==> src/core/hsf_regs.svh <==
// Register offsets, field positions and reset values of the status flags
`ifndef HSF_REGS_SVH
`define HSF_REGS_SVH

// ****************************************************************
// Host-side offsets
// ****************************************************************
`define HSF_HOST_DATA0 3'h0
`define HSF_HOST_DATA3 3'h3
`define HSF_HOST_CMD 3'h4
`define HSF_HOST_STATUS 3'h4

// ****************************************************************
// Controller-side offsets
// ****************************************************************
`define HSF_EC_STATUS 4'h0
`define HSF_EC_IRQ_STAT 4'h4
`define HSF_EC_IRQ_MASK 4'h8

// ****************************************************************
// Status field positions
// ****************************************************************
`define HSF_BIT_UHIGH 7
`define HSF_BIT_MGMT 6
`define HSF_BIT_OSQ 5
`define HSF_BIT_BURST 4
`define HSF_BIT_CMD 3
`define HSF_BIT_ULOW 2
`define HSF_BIT_IBF 1

// ****************************************************************
// Reset values and masks
// ****************************************************************
`define HSF_STATUS_RST 8'h00
`define HSF_SW_MASK 8'hF4
`define HSF_IRQ_RST 2'h0

`endif

==> src/core/hsf_pkg.sv <==
// Types shared by the status flags block
package hsf_pkg;
    // Interrupt event positions in the controller-side event register
    typedef enum logic [0:0]
    {
        HSF_EV_CMD = 1'b0,
        HSF_EV_DATA = 1'b1
    } hsf_event_t;
endpackage

==> src/core/hsf_status.sv <==
// Host-visible ACPI mailbox status flags, bits 7 down to 2 plus input full
//
// Summary of operation
// RULE1 - The host reads the status byte only, and it mirrors the controller-side status that firmware reads and writes.
// RULE2 - Bit 6 is the firmware flag for a pending management query.
// RULE3 - This block raises no management or system-control interrupt to the host.
// RULE4 - Bit 5 is the firmware flag for a pending operating-system query.
// RULE5 - Bit 4 is the burst flag, changed only by firmware.
// RULE6 - A host command write sets bit 3.
// RULE7 - A host write to any of the four data bytes clears bit 3.
// RULE8 - Firmware reads bit 3 to tell a new command from a data byte.
// RULE9 - A host command write also sets the input full flag.
// RULE10 - Bits 7 and 2 are plain firmware flags and all flags reset to zero.
`timescale 1ns/1ps
`include "hsf_regs.svh"

module hsf_status
    import hsf_pkg::*;
(
    input wire logic CLK,
    input wire logic RST,
    // Host side
    input wire logic [2:0] HOST_ADDR,
    input wire logic HOST_WR,
    input wire logic HOST_RD,
    output logic [7:0] HOST_RDATA,
    // Controller side register port
    input wire logic [3:0] EC_ADDR,
    input wire logic [7:0] EC_WDATA,
    input wire logic EC_WR,
    input wire logic EC_RD,
    output logic [7:0] EC_RDATA,
    // Input full control from the neighbouring data path, and the controller interrupt
    input wire logic IBF_SET_DATA,
    input wire logic IBF_CLR,
    output logic INPUT_BUFFER_FULL,
    output logic EC_IRQ
);

    // ****************************************************************
    // Decode
    // ****************************************************************
    logic [7:0] status_r;
    logic [7:0] status_nxt;
    logic [1:0] irq_stat_r;
    logic [1:0] irq_stat_nxt;
    logic [1:0] irq_mask_r;
    logic [7:0] host_rdata_r;
    logic [7:0] ec_rdata_r;
    logic host_cmd_wr;
    logic host_data_wr;
    logic ec_status_wr;
    logic ec_stat_wr;
    logic ec_mask_wr;
    logic [7:0] ec_rd_sel;
    logic [1:0] events;

    // ****************************************************************
    // Helpers
    // ****************************************************************
    // Host status reads share one decode between read path and checks
    function automatic logic host_is_status(input logic [2:0] a);
        return a == `HSF_HOST_STATUS;
    endfunction

    // Host writes at 4 are commands, 0 to 3 are data lanes
    assign host_cmd_wr = HOST_WR && (HOST_ADDR == `HSF_HOST_CMD);
    assign host_data_wr = HOST_WR && (HOST_ADDR <= `HSF_HOST_DATA3); // RULE7
    assign ec_status_wr = EC_WR && (EC_ADDR == `HSF_EC_STATUS);
    assign ec_stat_wr = EC_WR && (EC_ADDR == `HSF_EC_IRQ_STAT);
    assign ec_mask_wr = EC_WR && (EC_ADDR == `HSF_EC_IRQ_MASK);
    assign events = {host_data_wr, host_cmd_wr};

    // ****************************************************************
    // Status byte
    // ****************************************************************
    // Firmware owns bits 7,6,5,4,2; hardware owns 3 and 1
    always_comb
    begin
        status_nxt = status_r;
        if (ec_status_wr)
        begin
            status_nxt = (status_r & ~`HSF_SW_MASK)
                | (EC_WDATA & `HSF_SW_MASK); // RULE2 RULE4 RULE5 RULE10
        end
        // Host command beats data; both cannot occur together
        if (host_cmd_wr)
        begin
            status_nxt[`HSF_BIT_CMD] = 1'b1; // RULE6
            status_nxt[`HSF_BIT_IBF] = 1'b1; // RULE9
        end
        else if (host_data_wr)
        begin
            status_nxt[`HSF_BIT_CMD] = 1'b0; // RULE7
        end
        // Set wins over a same-cycle clear of input full
        if (!host_cmd_wr && !IBF_SET_DATA && IBF_CLR)
        begin
            status_nxt[`HSF_BIT_IBF] = 1'b0;
        end
        else if (IBF_SET_DATA)
        begin
            status_nxt[`HSF_BIT_IBF] = 1'b1;
        end
    end

    always_ff @(posedge CLK)
    begin
        if (RST)
            status_r <= `HSF_STATUS_RST; // RULE10
        else
            status_r <= status_nxt;
    end

    // ****************************************************************
    // Controller interrupt
    // ****************************************************************
    // Sticky events, cleared by writing one; set wins over clear
    always_comb
    begin
        irq_stat_nxt = irq_stat_r;
        if (ec_stat_wr)
            irq_stat_nxt = irq_stat_r & ~EC_WDATA[1:0];
        irq_stat_nxt = irq_stat_nxt | events;
    end

    always_ff @(posedge CLK)
    begin
        if (RST)
        begin
            irq_stat_r <= `HSF_IRQ_RST;
            irq_mask_r <= `HSF_IRQ_RST;
        end
        else
        begin
            irq_stat_r <= irq_stat_nxt;
            if (ec_mask_wr)
                irq_mask_r <= EC_WDATA[1:0];
        end
    end

    // Only the controller is interrupted, never the host
    assign EC_IRQ = |(irq_stat_r & irq_mask_r); // RULE3

    // ****************************************************************
    // Read data
    // ****************************************************************
    assign ec_rd_sel = (EC_ADDR == `HSF_EC_STATUS) ? status_r :
        (EC_ADDR == `HSF_EC_IRQ_STAT) ? {6'h00, irq_stat_r} :
        (EC_ADDR == `HSF_EC_IRQ_MASK) ? {6'h00, irq_mask_r} : 8'h00;

    // Host sees the same byte firmware sees; host writes never store
    always_ff @(posedge CLK)
    begin
        if (RST)
        begin
            host_rdata_r <= 8'h00;
            ec_rdata_r <= 8'h00;
        end
        else
        begin
            host_rdata_r <= (HOST_RD && host_is_status(HOST_ADDR))
                ? status_r : 8'h00; // RULE1
            ec_rdata_r <= EC_RD ? ec_rd_sel : 8'h00;
        end
    end

    assign HOST_RDATA = host_rdata_r;
    assign EC_RDATA = ec_rdata_r;
    assign INPUT_BUFFER_FULL = status_r[`HSF_BIT_IBF];

    // ****************************************************************
    // Checks
    // ****************************************************************
    AST_CMD_SET: assert property (@(posedge CLK) disable iff (RST) // RULE6
        host_cmd_wr |=> status_r[`HSF_BIT_CMD])
        else $error("command write did not set command flag");
    AST_CMD_CLR: assert property (@(posedge CLK) disable iff (RST) // RULE7
        host_data_wr |=> !status_r[`HSF_BIT_CMD])
        else $error("data write did not clear command flag");
    AST_IBF_SET: assert property (@(posedge CLK) disable iff (RST) // RULE9
        host_cmd_wr |=> status_r[`HSF_BIT_IBF])
        else $error("command write did not set input full");
    AST_MIRROR: assert property (@(posedge CLK) disable iff (RST) // RULE1
        (HOST_RD && HOST_ADDR == `HSF_HOST_STATUS) |=>
        HOST_RDATA == $past(status_r))
        else $error("host status read differs from controller status");
    AST_BURST_SW: assert property (@(posedge CLK) disable iff (RST) // RULE5
        !ec_status_wr |=> $stable(status_r[`HSF_BIT_BURST]))
        else $error("burst flag changed without firmware write");
    AST_MGMT_SW: assert property (@(posedge CLK) disable iff (RST) // RULE2
        ec_status_wr |=>
        status_r[`HSF_BIT_MGMT] == $past(EC_WDATA[`HSF_BIT_MGMT]))
        else $error("management flag not written by firmware");
    AST_OSQ_SW: assert property (@(posedge CLK) disable iff (RST) // RULE4
        ec_status_wr |=>
        status_r[`HSF_BIT_OSQ] == $past(EC_WDATA[`HSF_BIT_OSQ]))
        else $error("query flag not written by firmware");
    AST_USER: assert property (@(posedge CLK) disable iff (RST) // RULE10
        (!ec_status_wr && !HOST_WR) |=>
        $stable({status_r[`HSF_BIT_UHIGH], status_r[`HSF_BIT_ULOW]}))
        else $error("user flags changed without firmware write");
    AST_IRQ: assert property (@(posedge CLK) disable iff (RST) // RULE3
        (irq_mask_r == 2'h0) |-> !EC_IRQ)
        else $error("interrupt raised while fully masked");

    // Reset must clear every flag, checked one cycle after reset is sampled high
    AST_RST_STATUS: assert property (@(posedge CLK) // RULE10
        RST |=> (status_r == `HSF_STATUS_RST))
        else $error("status not cleared by reset");

    // Event and mask registers start empty after reset
    AST_RST_IRQ: assert property (@(posedge CLK) // RULE10
        RST |=> (irq_stat_r == 2'h0 && irq_mask_r == 2'h0))
        else $error("event registers not cleared by reset");

    // Bit 0 belongs to a neighbour and always reads zero here
    AST_BIT0_ZERO: assert property (@(posedge CLK) disable iff (RST) // RULE1
        status_r[0] == 1'b0)
        else $error("status bit 0 is not zero");

    // Host writes never land in the firmware flags
    AST_HOST_RO: assert property (@(posedge CLK) disable iff (RST) // RULE1
        (HOST_WR && !ec_status_wr) |=> $stable(status_r & `HSF_SW_MASK))
        else $error("host write changed a firmware flag");

    // Query flags move only on a firmware write
    AST_OSQ_HOLD: assert property (@(posedge CLK) disable iff (RST) // RULE4
        !ec_status_wr |=> $stable(status_r[`HSF_BIT_OSQ]))
        else $error("query flag changed without firmware write");

    // Management flag moves only on a firmware write
    AST_MGMT_HOLD: assert property (@(posedge CLK) disable iff (RST) // RULE2
        !ec_status_wr |=> $stable(status_r[`HSF_BIT_MGMT]))
        else $error("management flag changed without firmware write");

    // Burst flag follows the firmware write data
    AST_BURST_WR: assert property (@(posedge CLK) disable iff (RST) // RULE5
        ec_status_wr |=>
        status_r[`HSF_BIT_BURST] == $past(EC_WDATA[`HSF_BIT_BURST]))
        else $error("burst flag not written by firmware");

    // Firmware cannot move the command flag; only host writes do
    AST_CMD_HOLD: assert property (@(posedge CLK) disable iff (RST) // RULE6
        !HOST_WR |=> $stable(status_r[`HSF_BIT_CMD]))
        else $error("command flag changed without host write");

    // A lone clear empties input full
    AST_IBF_CLR: assert property (@(posedge CLK) disable iff (RST) // RULE9
        (IBF_CLR && !IBF_SET_DATA && !host_cmd_wr) |=>
        !status_r[`HSF_BIT_IBF])
        else $error("input full not cleared");

    // A data arrival wins over a same-cycle clear
    AST_IBF_WIN: assert property (@(posedge CLK) disable iff (RST) // RULE9
        IBF_SET_DATA |=> status_r[`HSF_BIT_IBF])
        else $error("input full set lost to clear");

    // Input full holds with no set and no clear
    AST_IBF_HOLD: assert property (@(posedge CLK) disable iff (RST) // RULE9
        (!IBF_SET_DATA && !IBF_CLR && !host_cmd_wr) |=>
        $stable(status_r[`HSF_BIT_IBF]))
        else $error("input full changed on its own");

    // Command write latches its controller event
    AST_EV_CMD: assert property (@(posedge CLK) disable iff (RST) // RULE6
        host_cmd_wr |=> irq_stat_r[HSF_EV_CMD])
        else $error("command event not recorded");

    // Data write latches its controller event
    AST_EV_DATA: assert property (@(posedge CLK) disable iff (RST) // RULE7
        host_data_wr |=> irq_stat_r[HSF_EV_DATA])
        else $error("data event not recorded");

    // Writing one clears an event when no new one arrives
    AST_EV_W1C: assert property (@(posedge CLK) disable iff (RST) // RULE3
        (ec_stat_wr && EC_WDATA[0] && !host_cmd_wr) |=>
        !irq_stat_r[HSF_EV_CMD])
        else $error("command event not cleared by write of one");

    // An unmasked command event must reach the controller
    AST_IRQ_ON: assert property (@(posedge CLK) disable iff (RST) // RULE3
        (irq_mask_r[0] && irq_stat_r[0]) |-> EC_IRQ)
        else $error("unmasked event gave no interrupt");

    // Controller status read shows the stored byte
    AST_EC_MIRROR: assert property (@(posedge CLK) disable iff (RST) // RULE1
        (EC_RD && EC_ADDR == `HSF_EC_STATUS) |=>
        EC_RDATA == $past(status_r))
        else $error("controller status read differs from flags");

    // Unmapped controller reads return zero
    AST_EC_UNMAP: assert property (@(posedge CLK) disable iff (RST) // RULE1
        (EC_RD && EC_ADDR != `HSF_EC_STATUS && EC_ADDR != `HSF_EC_IRQ_STAT
        && EC_ADDR != `HSF_EC_IRQ_MASK) |=> EC_RDATA == 8'h00)
        else $error("unmapped controller read not zero");

    // Host reads away from the status offset return zero
    AST_HOST_OTHER: assert property (@(posedge CLK) disable iff (RST) // RULE1
        (HOST_RD && !host_is_status(HOST_ADDR)) |=> HOST_RDATA == 8'h00)
        else $error("host read of other offset not zero");

endmodule // hsf_status

==> config.mk <==
export PLATFORM = sky130hd
export DESIGN_NAME = hsf_status
export DESIGN_NICKNAME = d
export VERILOG_FILES = /design/src/core/hsf_pkg.sv /design/src/core/hsf_status.sv
export VERILOG_INCLUDE_DIRS = /design/src /design/src/core
export SDC_FILE = /design/constraint.sdc
export NUM_CORES = 1
export LEC_CHECK = 0
export BUFFER_PORTS_ARGS = -buffer_cell sky130_fd_sc_hd__buf_2
export CAP_MARGIN = 20
export CORE_MARGIN = 5
export CORE_UTILIZATION = 52
export CTS_BUF_LIST = sky130_fd_sc_hd__clkbuf_4
export DETAILED_ROUTE_END_ITERATION = 12
export PLACE_DENSITY = 0.94
export SYNTH_ARGS = -nofsm -noshare
export SYNTH_HDL_FRONTEND = slang
export SYNTH_SLANG_ARGS = --single-unit
==> constraint.sdc <==
create_clock -name CLK -period 2.4 [get_ports CLK]
set_clock_uncertainty 0.15 [all_clocks]
set_input_delay 0.36 -clock CLK [delete_from_list [all_inputs] [get_ports CLK]]
set_output_delay 0.36 -clock CLK [all_outputs]
set_load 0.005 [all_outputs]
After elaboration in Yosys (flattened, before gate mapping)
Index checks and enable logic that the tools add are counted.

$add $sub $neg: 0. $mul: 0. Divide/modulo/power cells: 0. $lt $le $gt $ge: 1. Equal/unequal tests: 3. Shift-type cells: 0. Multiplexer cells: 9. Bitwise gates (word level): 7. Reduce and logical (&&, ||, !) cells: 17.

Operators by type and width (number): $logic_and 1x1->1 (8); $mux 8 (1); $or 4x8->8 (1); $reduce_or 2->1 (4); $mux 2 (3); $reduce_bool 3->1 (2); $and 2x2->2 (2); $eq 4x3->1 const B (1); $eq 4x4->1 const B (1); $logic_not 4->1 (1); $mux 1 (4); $mux 4 (1); $eq 3x3->1 const B (1); $le 3x2->1 const B (1); $logic_not 1->1 (2); $not 1->1 (2); $not 2->2 (1); $or 2x2->2 (1).

Register bits: 28. Bits in latches: 0. Bits in writable memories: 0. Bits in read-only memories: 0. Word-level logic and storage cells: 44. Memories: 0.

Depth between registers and ports, before layout
Depth in word-level cells: 6. Mapped depth: 4.

Worst setup path before layout
Ideal clock, no wire load.

Path kind: input-to-reg. Start: input EC_ADDR[1]. End: register status_r[2]. Arrival: 1.222 ns. Required time: 2.178 ns. Path slack: 0.957 ns. Cell stages on the path: 3. Path buffers: 0. Cell sequence: or3b_4 nor3_4 mux2i_1.

Word-level cells in the longest chain between the ends: 2.

RTL lines: from (decl) (RTL line hsf_status.sv:28) `input wire logic [3:0] EC_ADDR,`; $logic_not 4->1 (no line); $logic_and 1x1->1 (RTL line hsf_status.sv:69) `` assign ec_status_wr = EC_WR && (EC_ADDR == `HSF_EC_STATUS); ``; to (signal assigned) (RTL line hsf_status.sv:110) `` status_r <= `HSF_STATUS_RST; ``; to (signal assigned) (RTL line hsf_status.sv:112) `status_r <= status_nxt;`; to (decl) (RTL line hsf_status.sv:43) `logic [7:0] status_r;`.

Every way passes these cells. A chain may end at the register's enable or synchronous reset.

Worst setup path after layout
Start: register irq_stat_r[0]. End: output EC_IRQ.

Word-level cells in the longest chain between the ends: 2.

RTL lines: from (decl) (RTL line hsf_status.sv:45) `logic [1:0] irq_stat_r;`; from (signal assigned) (RTL line hsf_status.sv:131) `` irq_stat_r <= `HSF_IRQ_RST; ``; from (signal assigned) (RTL line hsf_status.sv:136) `irq_stat_r <= irq_stat_nxt;`; $and 2x2->2 (RTL line hsf_status.sv:143) `assign EC_IRQ = |(irq_stat_r & irq_mask_r);`; $reduce_or 2->1 (RTL line hsf_status.sv:143); to (decl) (RTL line hsf_status.sv:37) `output logic EC_IRQ`.

Every way passes these cells.

==> flow_metrics.tcl <==
set metrics [dict create \
    total_via_count_in_the_routed_design 758 \
    numCtsBuffers 3 \
    grt.met3_usage_pct 2.22 \
    maximum_number_of_pins_on_one_net_before_global_route_repair 21 \
    cts_setup_buffers 0 \
    num_antenna_cells 0 \
    viasPerCell 4.83 \
    number_of_global_route_vias_before_repair 719 \
    global_route.usage.met2_pct 26.6 \
    grt.busiest_layer "met2" \
    fraction_of_the_yosys_area_taken_by_sequential_cells_pct 52.3 \
    register_area_sq_um 520 \
    path_clk_slew_ps 130 \
    criticalPathCategory "reg -> out" \
    final-max-slew-violation-count 0 \
    timing.setup.tns_ps 0 \
    unrepaired_setup_endpoints_after_global_routing "false" \
    overflow 0 \
    postCtsResizedCells 0 \
    nets 156 \
    final-setup-viol-count 0 \
    ant_nets 0 \
    grt_pass1_wl_um 3080 \
    design.core.area_sq_um 1780 \
    hp_class "in -> reg" \
    hold_viol_final 0 \
    drc 0 \
    area_delta_synth_final_pct 22.5 \
    cts.path.max_buffers 2 \
    ctsHtreeMaxLevel 1 \
    number_of_enable_type_register_cells_in_the_synthesized_netlist 0 \
    synth_ff_type "dfxtp_1" \
    grt_antenna_before_repair 0 \
    worstSkewPairLatency_ps 310 \
    initial_utilization_pct 55.9 \
    buffer_ports.inserted 38 \
    launching_element_type_of_the_critical_path "register" \
    hold-worst-slack_ps 137 \
    critical_path.slowest_cell "dfxtp_1" \
    p_leak_uw 0.000545 \
    yosys.cell_types.count 23 \
    fillerInstances 134 \
    gr-usage-all-layers_pct 15.2 \
    synth_register_bits 26 \
    syn-cell-area_sq_um 996 \
    routed_wl_um 2000 \
    numClockSinks 26 \
    p_per_area_nw_per_um2 550 \
    total_i_o_pin_count 41 \
    crit_chain "a22o_1, buf_2" \
    multiInputGateArea_sq_um 448 \
    tritoncts "done" \
    critical_path_arrival_ps 1010 \
    preCtsSetupSlack_ps 688 \
    cts_hold_repair.buffers 0 \
    die_y_um 53.8 \
    post-dp-hpwl_um 1560 \
    ys_async_sr_fraction_pct 0 \
    critical_path_rt_ps 1890 \
    floorplan.die.width_um 53.8 \
    synth_warnings 0 \
    average_detailed_routed_wire_length_per_instance_um 12.8 \
    outcome "finished, final reports clean" \
    grt_util_met1_pct 17.2 \
    critPathMaxStageDelay_ps 350 \
    layout_worst_path_cycle_share_pct 63.5 \
    report.power.total_uw 671 \
    critical_path_endpoint_category "output pin" \
    worst-path-buf-inv 1 \
    timing.critical_path.fanout_max 3 \
    vdd_drop_max_uv 296 \
    die-area_sq_um 2890 \
    crit_family "flip-flops" \
    place.gp.congestion 0.780 \
    drt_pre_antenna_iters 4 \
    mappedNetlistNets 118 \
    synthesized_area_per_cell_sq_um 10.5 \
    final.setup.worst_slack_ps 876 \
    detail_route.iter0.violations 8 \
    rows 15 \
    layout-drive-gt1-share_pct 34.8 \
    clock-root-buffer "clkbuf_4" \
    maxClockFrequency_mhz 656 \
    max_cap_violations 0 \
    post_layout_minimum_cycle_time_ps 1520 \
    synth_cells 95 \
]
[registers in the layout, indices dropped and copies added (netlist names)]
signal      cells
EC_RDATA        8
irq_mask_r      2
status_r        7
HOST_RDATA      7
irq_stat_r      2
[metal layers]
metal  routed length, um  up-vias
li1                    -      383
met1                 825      348
met2                1030       25
met3                 115        2
met4                  28        0
met5                   0        -
[cells in the mapped netlist, types with 2 or more instances]
master,count,share of area (%)
clkbuf_1,3,1.1
dfxtp_1,26,52
o21ai_0,2,1.0
nand2b_1,15,9.4
nand3b_1,3,2.3
nor3_4,2,3.3
a21oi_1,7,3.5
mux2i_1,8,8.0
nand2_1,3,1.1
and2_1,13,8.2
[layout make-up]
| type | instances | area share [%] |
|---|---|---|
| clock buffers | 3 | 1.85 |
| clock inverters | 1 | 0.308 |
| inverters | 1 | 0.308 |
| multi-input cells | 63 | 36.7 |
| flip-flops and latches | 26 | 42.7 |
| well taps | 25 | 2.56 |
| repair buffers | 38 | 15.6 |
[report_power, final]
group	switching (uW)	internal (uW)
logic	26.5	27.9
registers	4.11	437
clock network	115	60.7
total	146	525
[path summary, 6_finish.rpt]
path | start | endpoint | slack, ps | cells past startpoint
worst max register to register | irq_mask_r[1]$_SDFFE_PP0P_ | EC_RDATA[1]$_SDFF_PP0_ | 1380 | 3
worst min-delay path | EC_WDATA[5] | status_r[5]$_SDFFE_PP0P_ | 140 | 3
worst max-delay path | irq_stat_r[0]$_SDFF_PP0_ | EC_IRQ | 880 | 2
worst min register to register | irq_stat_r[0]$_SDFF_PP0_ | EC_RDATA[0]$_SDFF_PP0_ | 340 | 2
[logic make-up (layout without fill, tap and decap cells)]
group,Yosys count,in the layout,share of synthesized area [%]
multiplexers,8,8,8.04
AO/OA/AOI/OAI,10,10,5.40
AND/OR/NAND/NOR,44,44,31.2
buffers and inverters,6,43,2.76
flip-flops,26,26,52.3
other,1,1,0.377
[cells in the final DEF (no fill, tap or decap), drive strengths merged]
cell and n:
or2 1, conb 1, nor3b 1, clkbuf 3, a22o 1, and4b 1, or3b 1, nand2 3
mux2i 8, o21ai 2, nand3b 3, nor2b 1, or4b 1, nand3 1, clkinv 1, and2 13
inv 1, nand2b 15, dfxtp 26, nor3 2, a21oi 7, nor2 1, buf 38
[worst register-to-register path: stages (launching register included)]
cell and delay (ps):
dfxtp_1 400, mux2i_1 90, or2_1 210, a21oi_1 120
[metrics by stage]
| stage | std cells | util [%] | cell area (sq um) |
|---|---|---|---|
| 6_report | 157 | 68.4 | 1220 |
| 5_1_grt | 157 | 68.4 | 1220 |
| 4_1_cts | 157 | 68.4 | 1220 |
| 3_5_place_dp | 153 | 66.9 | 1190 |
| 3_3_place_gp | 153 | 66.9 | 1190 |
| 2_1_floorplan | 95 | - | 996 |
Note: power is estimated with default switching activity, not from simulation.
